==> src/common/wdtps_pkg.sv <==
package wdtps_pkg;
	// nominal oscillator and base time-out, for reference only; neither the logic nor the bench uses them
	localparam int WDT_OSC_PERIOD_US = 78;
	localparam int BASE_TIMEOUT_MS   = 20;
	localparam int MAX_TIMEOUT_MS    = 2600;

	// instruction clock is the system clock divided by 4
	localparam int         INSTR_DIV     = 4;
	localparam int         INSTR_DIV_W   = 2;
	localparam logic [1:0] INSTR_DIV_LAST = 2'(INSTR_DIV - 1);
	localparam logic [1:0] INSTR_DIV_RST = 2'h0;

	// fixed divide-by-256 stage followed by a 1:1..1:128 prescaler
	localparam int STAGE_BITS = 8;
	localparam int PRESC_BITS = 7;
	localparam int CNT_W      = STAGE_BITS + PRESC_BITS;
	localparam logic [CNT_W:0]   STAGE_SPAN = 16'h0100;
	localparam logic [CNT_W-1:0] CNT_RST    = 15'h0000;
	localparam logic [CNT_W-1:0] CNT_ONE    = 15'h0001;

	// timeout scale field inside the prescale select register
	localparam int SCALE_LSB = 0;
	localparam int SCALE_W   = 3;
	localparam int PSR_W     = 8;

	// flag reset values at power-up
	localparam logic TIMEOUT_FLAG_RST   = 1'b0;
	localparam logic POWERDOWN_FLAG_RST = 1'b0;

	typedef enum logic [1:0] {
		WDTPS_PAIR_IDLE,
		WDTPS_PAIR_GOT_FIRST,
		WDTPS_PAIR_GOT_SECOND
	} wdtps_pair_t;
endpackage

==> src/common/wdtps_cnt_if.sv <==
`timescale 1ns/1ps
interface wdtps_cnt_if;
	import wdtps_pkg::*;
	logic                 tick;
	logic                 clear;
	logic [SCALE_W-1:0]   scale;
	logic                 timeout;
	logic [CNT_W-1:0]     count;

	modport ctl (
		output tick,
		output clear,
		output scale,
		input  timeout,
		input  count
	);
	modport cnt (
		input  tick,
		input  clear,
		input  scale,
		output timeout,
		output count
	);
endinterface

==> src/core/wdtps_top.sv <==
`timescale 1ns/1ps
//Contract
// source: internal oscillator or system clock/4
// counter overflow generates a reset
// disabled watchdog makes its instructions no-ops
// first divide source by 256, eight stages
// three-bit scale field, all ones gives 1:128
// prescale ratio is two to scale value
// instruction-clock source stops during power down
// normal time-out resets device, sets timeout flag
// power-down time-out resets only PC and SP
// reset pin, clear or halt clears counters
// option picks single or paired clear scheme
// single scheme: each clear instruction clears
// paired: after first, only second clears
// paired: after second, only first clears
// noisy systems should use internal oscillator
// halt clears watchdog, sets powerdown, clears timeout
// powerdown flag: set by halt, cleared by clears
module wdtps_top
	import wdtps_pkg::*;
(
	input  wire logic               clk,
	input  wire logic               resetn,
	input  wire logic               wdt_osc_in,
	input  wire logic               external_reset_pin_n,
	input  wire logic               cfg_wdt_en,
	input  wire logic               cfg_src_osc,
	input  wire logic               cfg_pair_clear,
	input  wire logic [PSR_W-1:0]   prescale_select_reg,
	input  wire logic               single_clear_instr,
	input  wire logic               clear_first_half_instr,
	input  wire logic               clear_second_half_instr,
	input  wire logic               halt_instr,
	input  wire logic               wake_evt,
	output logic                    device_reset,
	output logic                    pc_sp_reset,
	output logic                    timeout_flag,
	output logic                    powerdown_flag,
	output logic                    power_down,
	output logic [CNT_W-1:0]        wdt_count
);
	logic                   rst_s1_r;
	logic                   rst_n;
	logic                   osc_s1_r;
	logic                   osc_s2_r;
	logic                   osc_s3_r;
	logic                   ext_s1_r;
	logic                   ext_s2_r;
	logic [INSTR_DIV_W-1:0] div_r;
	logic                   osc_tick;
	logic                   instr_tick;
	logic                   ext_rst_active;
	logic                   halt_go;
	logic                   sw_clear;
	logic                   wdt_clear;
	logic                   device_reset_r;
	logic                   pc_sp_reset_r;
	logic                   timeout_flag_r;
	logic                   powerdown_flag_r;
	logic                   power_down_r;
	logic [CNT_W-1:0]       wdt_count_r;

	wdtps_cnt_if cnt_bus ();

	// reset release is synchronised; assertion stays asynchronous
	always_ff @(posedge clk or negedge resetn) begin
		if (!resetn) begin
			rst_s1_r <= 1'b0;
			rst_n    <= 1'b0;
		end else begin
			rst_s1_r <= 1'b1;
			rst_n    <= rst_s1_r;
		end
	end

	// oscillator pin is asynchronous: two stages, then edge detect on the second
	always_ff @(posedge clk or negedge rst_n) begin
		if (!rst_n) begin
			osc_s1_r <= 1'b0;
			osc_s2_r <= 1'b0;
			osc_s3_r <= 1'b0;
		end else begin
			osc_s1_r <= wdt_osc_in;
			osc_s2_r <= osc_s1_r;
			osc_s3_r <= osc_s2_r;
		end
	end

	assign osc_tick = osc_s2_r && !osc_s3_r;

	// external reset pin, synchronised; idles high
	always_ff @(posedge clk or negedge rst_n) begin
		if (!rst_n) begin
			ext_s1_r <= 1'b1;
			ext_s2_r <= 1'b1;
		end else begin
			ext_s1_r <= external_reset_pin_n;
			ext_s2_r <= ext_s1_r;
		end
	end

	assign ext_rst_active = !ext_s2_r;

	// instruction clock divider; frozen in power down as the system clock stops
	always_ff @(posedge clk or negedge rst_n) begin
		if (!rst_n) begin
			div_r <= INSTR_DIV_RST;
		end else if (!power_down_r) begin
			div_r <= div_r + 2'h1;
		end
	end

	assign instr_tick = (div_r == INSTR_DIV_LAST) && !power_down_r;

	// a second halt while already halted cannot be executed
	assign halt_go = halt_instr && !power_down_r;

	wdtps_clear_seq u_clear_seq (
		.clk                     (clk),
		.rst_n                   (rst_n),
		.enable                  (cfg_wdt_en),
		.pair_mode               (cfg_pair_clear),
		.single_clear_instr      (single_clear_instr),
		.clear_first_half_instr  (clear_first_half_instr),
		.clear_second_half_instr (clear_second_half_instr),
		.clear_pulse             (sw_clear)
	);

	// disabled watchdog is held cleared so it can never time out
	assign wdt_clear = !cfg_wdt_en || ext_rst_active || sw_clear || halt_go;

	// oscillator keeps running through halt, so it still guards power down
	assign cnt_bus.tick  = cfg_wdt_en && (cfg_src_osc ? osc_tick : instr_tick);
	assign cnt_bus.clear = wdt_clear;
	assign cnt_bus.scale = prescale_select_reg[SCALE_LSB +: SCALE_W];

	wdtps_counter u_counter (
		.clk (clk),
		.rst_n (rst_n),
		.cnt (cnt_bus.cnt)
	);

	// time-out effect depends on whether the device is halted
	always_ff @(posedge clk or negedge rst_n) begin
		if (!rst_n) begin
			device_reset_r <= 1'b0;
			pc_sp_reset_r  <= 1'b0;
		end else begin
			device_reset_r <= cnt_bus.timeout && !power_down_r;
			pc_sp_reset_r  <= cnt_bus.timeout && power_down_r;
		end
	end

	// power-down state: entered by halt, left on any wake source
	always_ff @(posedge clk or negedge rst_n) begin
		if (!rst_n) begin
			power_down_r <= 1'b0;
		end else if (ext_rst_active || cnt_bus.timeout || wake_evt) begin
			power_down_r <= 1'b0;
		end else if (halt_go) begin
			power_down_r <= 1'b1;
		end
	end

	// set wins over clear in the same cycle
	always_ff @(posedge clk or negedge rst_n) begin
		if (!rst_n) begin
			timeout_flag_r <= TIMEOUT_FLAG_RST;
		end else if (cnt_bus.timeout) begin
			timeout_flag_r <= 1'b1;
		end else if (halt_go) begin
			timeout_flag_r <= 1'b0;
		end
	end

	always_ff @(posedge clk or negedge rst_n) begin
		if (!rst_n) begin
			powerdown_flag_r <= POWERDOWN_FLAG_RST;
		end else if (halt_go) begin
			powerdown_flag_r <= 1'b1;
		end else if (sw_clear) begin
			powerdown_flag_r <= 1'b0;
		end
	end

	// registered copy so the top output comes straight from a flop
	always_ff @(posedge clk or negedge rst_n) begin
		if (!rst_n) begin
			wdt_count_r <= CNT_RST;
		end else begin
			wdt_count_r <= cnt_bus.count;
		end
	end

	assign device_reset   = device_reset_r;
	assign pc_sp_reset    = pc_sp_reset_r;
	assign timeout_flag   = timeout_flag_r;
	assign powerdown_flag = powerdown_flag_r;
	assign power_down     = power_down_r;
	assign wdt_count      = wdt_count_r;
endmodule

==> src/core/wdtps_counter.sv <==
`timescale 1ns/1ps
module wdtps_counter
	import wdtps_pkg::*;
(
	input  wire logic clk,
	input  wire logic rst_n,
	wdtps_cnt_if.cnt  cnt
);
	logic [CNT_W:0]   span;
	logic [CNT_W-1:0] last;
	logic [CNT_W-1:0] count_r;
	logic             timeout_r;

	// 8-stage divide-by-256, then prescale of two to the scale value
	always_comb begin
		span = STAGE_SPAN << cnt.scale;
		last = span[CNT_W-1:0] - CNT_ONE;
	end

	// clear beats a tick arriving in the same cycle
	always_ff @(posedge clk or negedge rst_n) begin
		if (!rst_n) begin
			count_r <= CNT_RST;
		end else if (cnt.clear) begin
			count_r <= CNT_RST;
		end else if (cnt.tick) begin
			if (count_r >= last) begin
				count_r <= CNT_RST;
			end else begin
				count_r <= count_r + CNT_ONE;
			end
		end
	end

	always_ff @(posedge clk or negedge rst_n) begin
		if (!rst_n) begin
			timeout_r <= 1'b0;
		end else begin
			timeout_r <= !cnt.clear && cnt.tick && (count_r >= last);
		end
	end

	assign cnt.count   = count_r;
	assign cnt.timeout = timeout_r;
endmodule

==> src/core/wdtps_clear_seq.sv <==
`timescale 1ns/1ps
module wdtps_clear_seq
	import wdtps_pkg::*;
(
	input  wire logic clk,
	input  wire logic rst_n,
	input  wire logic enable,
	input  wire logic pair_mode,
	input  wire logic single_clear_instr,
	input  wire logic clear_first_half_instr,
	input  wire logic clear_second_half_instr,
	output logic      clear_pulse
);
	wdtps_pair_t state_r;
	wdtps_pair_t state_nxt;
	logic        pair_clear;

	always_comb begin
		state_nxt  = state_r;
		pair_clear = 1'b0;
		unique case (state_r)
			WDTPS_PAIR_IDLE: begin
				if (clear_first_half_instr) begin
					state_nxt = WDTPS_PAIR_GOT_FIRST;
				end else if (clear_second_half_instr) begin
					state_nxt = WDTPS_PAIR_GOT_SECOND;
				end
			end
			WDTPS_PAIR_GOT_FIRST: begin
				// repeated first half is ignored
				if (clear_second_half_instr) begin
					pair_clear = 1'b1;
					state_nxt  = WDTPS_PAIR_IDLE;
				end
			end
			WDTPS_PAIR_GOT_SECOND: begin
				if (clear_first_half_instr) begin
					pair_clear = 1'b1;
					state_nxt  = WDTPS_PAIR_IDLE;
				end
			end
			default: begin
				state_nxt = WDTPS_PAIR_IDLE;
			end
		endcase
	end

	// half-done sequence is dropped when the scheme or enable changes
	always_ff @(posedge clk or negedge rst_n) begin
		if (!rst_n) begin
			state_r <= WDTPS_PAIR_IDLE;
		end else if (!enable || !pair_mode) begin
			state_r <= WDTPS_PAIR_IDLE;
		end else begin
			state_r <= state_nxt;
		end
	end

	always_comb begin
		if (!enable) begin
			clear_pulse = 1'b0;
		end else if (pair_mode) begin
			clear_pulse = pair_clear;
		end else begin
			clear_pulse = single_clear_instr;
		end
	end
endmodule

==> config.mk <==
export PLATFORM = sky130hd
export DESIGN_NAME = wdtps_top
export DESIGN_NICKNAME = d
export VERILOG_FILES = /design/src/common/wdtps_pkg.sv /design/src/common/wdtps_cnt_if.sv /design/src/core/wdtps_top.sv /design/src/core/wdtps_counter.sv /design/src/core/wdtps_clear_seq.sv
export SDC_FILE = /design/constraint.sdc
export NUM_CORES = 1
export LEC_CHECK = 0
export CORE_UTILIZATION = 30
export CTS_CLUSTER_DIAMETER = 200
export DETAILED_ROUTE_END_ITERATION = 10
export DONT_BUFFER_PORTS = 1
export GPL_TIMING_DRIVEN = 1
export PLACE_DENSITY = 0.55
export SETUP_SLACK_MARGIN = 0.2
export SLEW_MARGIN = 40
export SYNTH_ARGS = -nofsm -noshare
export SYNTH_HDL_FRONTEND = slang
export SYNTH_SLANG_ARGS = --single-unit
==> constraint.sdc <==
create_clock -name clk -period 3.45 [get_ports clk]
set_input_delay 0.345 -clock clk [delete_from_list [all_inputs] [get_ports clk]]
set_output_delay 0.345 -clock clk [all_outputs]
set_load 0.02 [all_outputs]
After elaboration in Yosys (flattened, before gate mapping) --
Index checks and enable logic that the tools add are counted.
Operators by class: add/sub/neg operators 3, mux-type cells 21, shifts and indexed selects 1, equality and inequality tests 6, magnitude comparators 1, reduce and logical (&&, ||, !) cells 26
Operator list (count):
- two-way mux 15 bit | 3
- adder 15 x 1 -> 15 bit (second input constant) | 1
- greater-or-equal comparator 15 bit | 1
- left shift 9 x 3 -> 15 bit (first input constant) | 1
- subtractor 15 x 1 -> 15 bit (second input constant) | 1
- two-way mux 1 bit | 11
- two-way mux 2 bit | 5
- logical AND 1 bit | 8
- nonzero test 2 bit | 4
- logical NOT 1 bit | 6
- logical OR 1 bit | 6
- inequality test 3 x 2 -> 1 bit (second input constant) | 2
- one-hot mux 2 bit (3 select lines) | 1
- == test 2 bit (second input constant) | 2
- inequality test 4 x 3 -> 1 bit (second input constant) | 1
- AND reduction 3 bit | 1
- adder 2 x 1 -> 2 bit (second input constant) | 1
- == test 2 x 1 -> 1 bit (second input constant) | 1
- logical NOT 2 bit | 1
- one-hot mux 1 bit (2 select lines) | 1
Word-level totals: input bits 20, register bits after elaboration 47, output and inout port bits 20

Depth between registers and ports, before layout --
depth in word-level cells 9, mapped depth 8, mapped depth without buffers 7

Modules after synthesis --
Synthesis repeated with hierarchy kept, for this count alone.
Second synthesis, totals: cells, all modules 211, area, all modules 2249.7 µm²
By module, submodules not included:
- wdtps_counter | area each 1191.1 µm², cells each 143, sequential area each 400.4 µm², instances 1
- wdtps_top | area each 862.1 µm², cells each 45, sequential area each 728.2 µm², instances 1
- wdtps_clear_seq | area each 196.4 µm², cells each 23, sequential area each 50.0 µm², instances 1

Worst setup path after synthesis --
Ideal clock, no wire load.
path kind input to register, start point input port prescale_select_reg[0], end point register u_counter.count_r[9] (netlist: u_counter.cnt.count[9]), stages on the path 8, data required time 3.363 ns, setup slack 1.488 ns, path buffers 1, arrival time 1.876 ns, library setup time 0.087 ns, cell sequence o21ai_0 ha_1 a21oi_1 o21ai_0 nor3_2 buf_6 o2111ai_1 o211ai_1
On the way: word-level cells in the longest chain between the ends 6
Ends and longest elaborated chain:
- start, declared | RTL line wdtps_top.sv:30 | input wire logic [PSR_W-1:0] prescale_select_reg,
- left shift 9 x 3 -> 15 bit | RTL line wdtps_counter.sv:16 | span = STAGE_SPAN << cnt.scale;
- subtractor 15 x 1 -> 15 bit | RTL line wdtps_counter.sv:17 | last = span[CNT_W-1:0] - CNT_ONE;
- greater-or-equal comparator 15 bit | RTL line wdtps_counter.sv:27 | if (count_r >= last) begin
- two-way mux 15 bit | RTL line wdtps_counter.sv:27
- two-way mux 15 bit | RTL line wdtps_counter.sv:26 | end else if (cnt.tick) begin
- two-way mux 15 bit | RTL line wdtps_counter.sv:24 | end else if (cnt.clear) begin
- end signal, assigned | RTL line wdtps_counter.sv:30 | count_r <= count_r + CNT_ONE;
- end, declared | RTL line wdtps_counter.sv:11 | logic [CNT_W-1:0] count_r;
No other way between the ends. The select of a mux whose other input is x is not followed. A chain may end at the register's enable or synchronous reset.

Worst setup path after layout --
start point register u_clear_seq.state_r[0], end point register u_counter.count_r[7] (netlist: u_counter.cnt.count[7])
On the way: word-level cells in the longest chain between the ends 7, elaborated cells between the ends (all ways) 9, classes of those cells eq/ne: 2; mux: 4; reduce/logical: 3
Ends and longest elaborated chain:
- start, declared | RTL line wdtps_clear_seq.sv:14 | wdtps_pair_t state_r;
- start signal, assigned | RTL line wdtps_clear_seq.sv:55 | state_r <= state_nxt;
- == test 2 bit / == test 2 x 1 -> 1 bit (equally long branches) | RTL line wdtps_clear_seq.sv:21 | unique case (state_r)
- one-hot mux 1 bit (2 select lines) * | RTL line wdtps_clear_seq.sv:21
- two-way mux 1 bit * | RTL line wdtps_clear_seq.sv:62 | end else if (pair_mode) begin
- two-way mux 1 bit * | RTL line wdtps_clear_seq.sv:60 | if (!enable) begin
- logical OR 1 bit * (2 in series) | RTL line wdtps_top.sv:131 | assign wdt_clear = !cfg_wdt_en || ext_rst_active || sw_clear || halt_go;
- two-way mux 15 bit / nonzero test 2 bit (equally long branches)
Mark *: on every way between the ends. The rest lies on a longest branch, timed or not.

==> impl_metrics.csv <==
group,metric,value,unit
sta,worst_slack,1300,ps
sta,rsz0062_at_grt,"false",
floorplan,die_h,87.0,um
routing,avgViaCountPerCell,4.97,
routing,dr_total_vias,1477,
power,netSwitchingPower,239,uW
power,switching_share,22.5,%
routing,drc,0,
power,p_comb_share,6.5,%
yosys,synthMuxAreaShare,0.981,%
power,p_leak,0.00101,uW
clock_network,post_cts_buffers,0,
sta,fin_worst_skew,8.61,ps
global_routing,grt_max_degree,46,
clock_network,htreeDepth,2,
global_routing,grt_overflow,0,
routing,initialDrtViolationCount,101,
routing,drt_wl_total,4010,um
layout,layout_common_cells,"dfrtp_1, nand2_1, nand3_1, ha_1, nand4_1",
yosys,synth_seq_cells,47,
floorplan,fp.coreArea,6870,um^2
power,clkPwrFrac,37.3,%
layout,drive_gt1_share,12.4,%
layout,syn2layout_area_growth,10.7,%
clock_network,clk_latency,300,ps
place,place_congestion,0.716,
floorplan,top_level_ports,40,
run,cap_violations,0,
power,powerDensity,442,nW/um^2
clock_network,cts_root_buffer,"clkbuf_8",
worst_setup_path,end_kind,"register",
yosys,synth_top_family_by_area,"simple AND/OR/NAND/NOR gates",
clock_network,cts_resized,0,
yosys,synthSimpleGateAreaFrac,21.6,%
power,vdd_drop_max,0.120,mV
sta,max_slew_margin,58.1,%
yosys,synth_cell_types,50,
clock_network,cts_buffers,5,
yosys,synth-compound-area-share,12.9,%
yosys,yosysWarnings,0,
yosys,synthCells,194,
sta,max_freq,0.464,GHz
place,place_hpwl,2790,um
worst_setup_path,crit_path_start_kind,"register",
routing,ant_nets,0,
layout,final_common_cell,"dfrtp_1",
yosys,netlist_area,2170,um^2
sta,setup_violations,0,
worst_setup_path,r2r_setup_slack,1300,ps
routing,wire_per_inst,13.5,um
floorplan,row_count,30,
clock_network,cts.sinks,47,
yosys,postSynthAreaPerCell,11.2,um^2
yosys,synth_fa_ha_area_share,6.92,%
place,io_buffers,0,
routing,first_pass_iters,4,
place,preCtsSetupSlack,1300,ps
worst_setup_path,crit_arrival,2360,ps
global_routing,antenna_found_initial,0,
clock_network,path_clk_slew,90,ps
yosys,ys_async_sr_fraction,100,%
sta,period_minus_slack,2150,ps
floorplan,initial_core_util,31.6,%
run_status,status,"finished, final reports clean",
yosys,synth_edf_count,0,
worst_setup_path,worst-setup-path-type,"register to register",
sta,worst_slew_pin_slew,627,ps
global_routing,grt_pass1_wl,6890,um
sta,finalHoldViolCount,0,
sta,fin_tns_setup,0,ps
power,power_frac_seq,56.2,%
floorplan,die_w,87.0,um
global_routing,grt_pass1_vias,1413,
clock_network,clock_path_buffers,2,
yosys,syn-num-nets,226,
worst_setup_path,cp.required,3660,ps
sta,drv_slew,0,
worst_setup_path,critPathMaxFanout,11,
floorplan,dieArea,7570,um^2
clock_network,cts_tree,"built",
yosys,synth_seq_area_share,54.4,%
yosys,synth_ff_type,"dfrtp_1",
hold_path,hp-class,"input port to register",
clock_network,ctsHoldBuffers,1,
sta,finalCritPeriodShare,62.4,%
layout,nNetsFinal,232,
yosys,synth_xor_area_share,0.404,%
power,cellInternalPower,823,uW
global_routing,grt_usage,11.8,%
layout,antenna_cells,0,
final timing paths:
check / endpoint / cells past startpoint / startpoint
worst max-delay path: u_counter.cnt.count[7]$_DFFE_PN0P_ / 7 / u_clear_seq.state_r[0]$_DFFE_PN0P_
worst min-delay path: ext_s1_r$_DFF_PN1_ / 0 / external_reset_pin_n
worst max register to register: u_counter.cnt.count[7]$_DFFE_PN0P_ / 7 / u_clear_seq.state_r[0]$_DFFE_PN0P_
worst min register to register: osc_s2_r$_DFF_PN0_ / 0 / rst_n$_DFF_PN0_
max in group asynchronous: wdt_count[13]$_DFF_PN0_ / 0 / rst_n$_DFF_PN0_
min in group asynchronous: rst_n$_DFF_PN0_ / 1 / resetn
stage by stage:
step / instance area (um^2) / std cells / util, % / total power [uW] / hold slack [ps]
2_1_floorplan: 2170 / 194 / - / 660 / 49.4
3_3_place_gp: 2270 / 288 / 33.0 / 673 / 49.5
3_5_place_dp: 2280 / 288 / 33.2 / 678 / 49.5
4_1_cts: 2400 / 297 / 35.0 / 1080 / 21.8
5_1_grt: 2400 / 297 / 35.0 / 1120 / 5.86
6_report: 2400 / 297 / 35.0 / 1060 / 34.4
logic make-up after synthesis:
kind of cell,count (synthesis)
AOI/OAI and AO/OA,39
xor gates and xnor gates,1
adders and majority gates,12
buffers and inverters,10
DFF,47
muxes,2
other,1
and+or+nand+nor,82
cell type report:
| class | count | area (um^2) |
|---|---|---|
| Inverter | 6 | 22.5 |
| Tap cell | 96 | 120 |
| Clock inverter | 3 | 43.8 |
| Fill cell | 701 | 4470 |
| Timing Repair Buffer | 3 | 25.0 |
| Sequential cell | 47 | 1180 |
| Multi-Input combinational cell | 137 | 938 |
| Clock buffer | 5 | 68.8 |
cell usage after synthesis, types with 2 or more instances:
master	instances	area (um^2)
dfrtp_1	45	1130
nand2_1	27	101
nand3_1	15	75.1
ha_1	12	150
nand4_1	9	56.3
o21ai_0	8	40.0
o211ai_1	7	52.6
a21oi_1	6	30.0
inv_1	6	22.5
nor2_1	4	15.0
nand2b_1	3	18.8
nor3_1	3	15.0
a31oi_1	2	12.5
and3_1	2	12.5
buf_6	2	22.5
dfstp_2	2	52.6
nor2b_1	2	12.5
nor3_2	2	20.0
nor4_1	2	12.5
o2111ai_1	2	17.5
o22ai_1	2	12.5
o31a_1	2	17.5
or3_1	2	12.5
routing by layer:
metal | vias to the layer above | GRT usage, % | wire length (um)
li1 | 725 | - | -
met1 | 721 | 15.2 | 1820
met2 | 26 | 18.2 | 1890
met3 | 5 | 4.17 | 235
met4 | 0 | 4.55 | 63
met5 | - | 0 | 0
power groups by stage:
stage          Clock (uW)  Combinational, uW  Sequential, uW
2_1_floorplan           0               57.8             602
3_3_place_gp            0               65.4             607
3_5_place_dp            0               68.9             609
4_1_cts               413               70.3             598
5_1_grt               433               81.3             602
6_report              396               69.1             596
sequential cells by signal, indices dropped and copies added, names as in the netlist:
register and count:
power_down 1, pc_sp_reset 1, u_counter.cnt.count 15, div_r 2
osc_s1_r 1, wdt_count 15, ext_s2_r 1, powerdown_flag 1
rst_s1_r 1, rst_n 1, osc_s3_r 1, u_clear_seq.state_r 2
device_reset 1, ext_s1_r 1, timeout_flag 1, u_counter.cnt.timeout 1
osc_s2_r 1
worst max-delay path: stages (launching register included):
cell and delay [ps]:
dfrtp_1 370, inv_1 70, ha_1 220, a22oi_1 220, o22ai_1 220, nor3b_4 500
nand2_4 180, o311ai_2 280
Power figures use the tool's default switching activity.
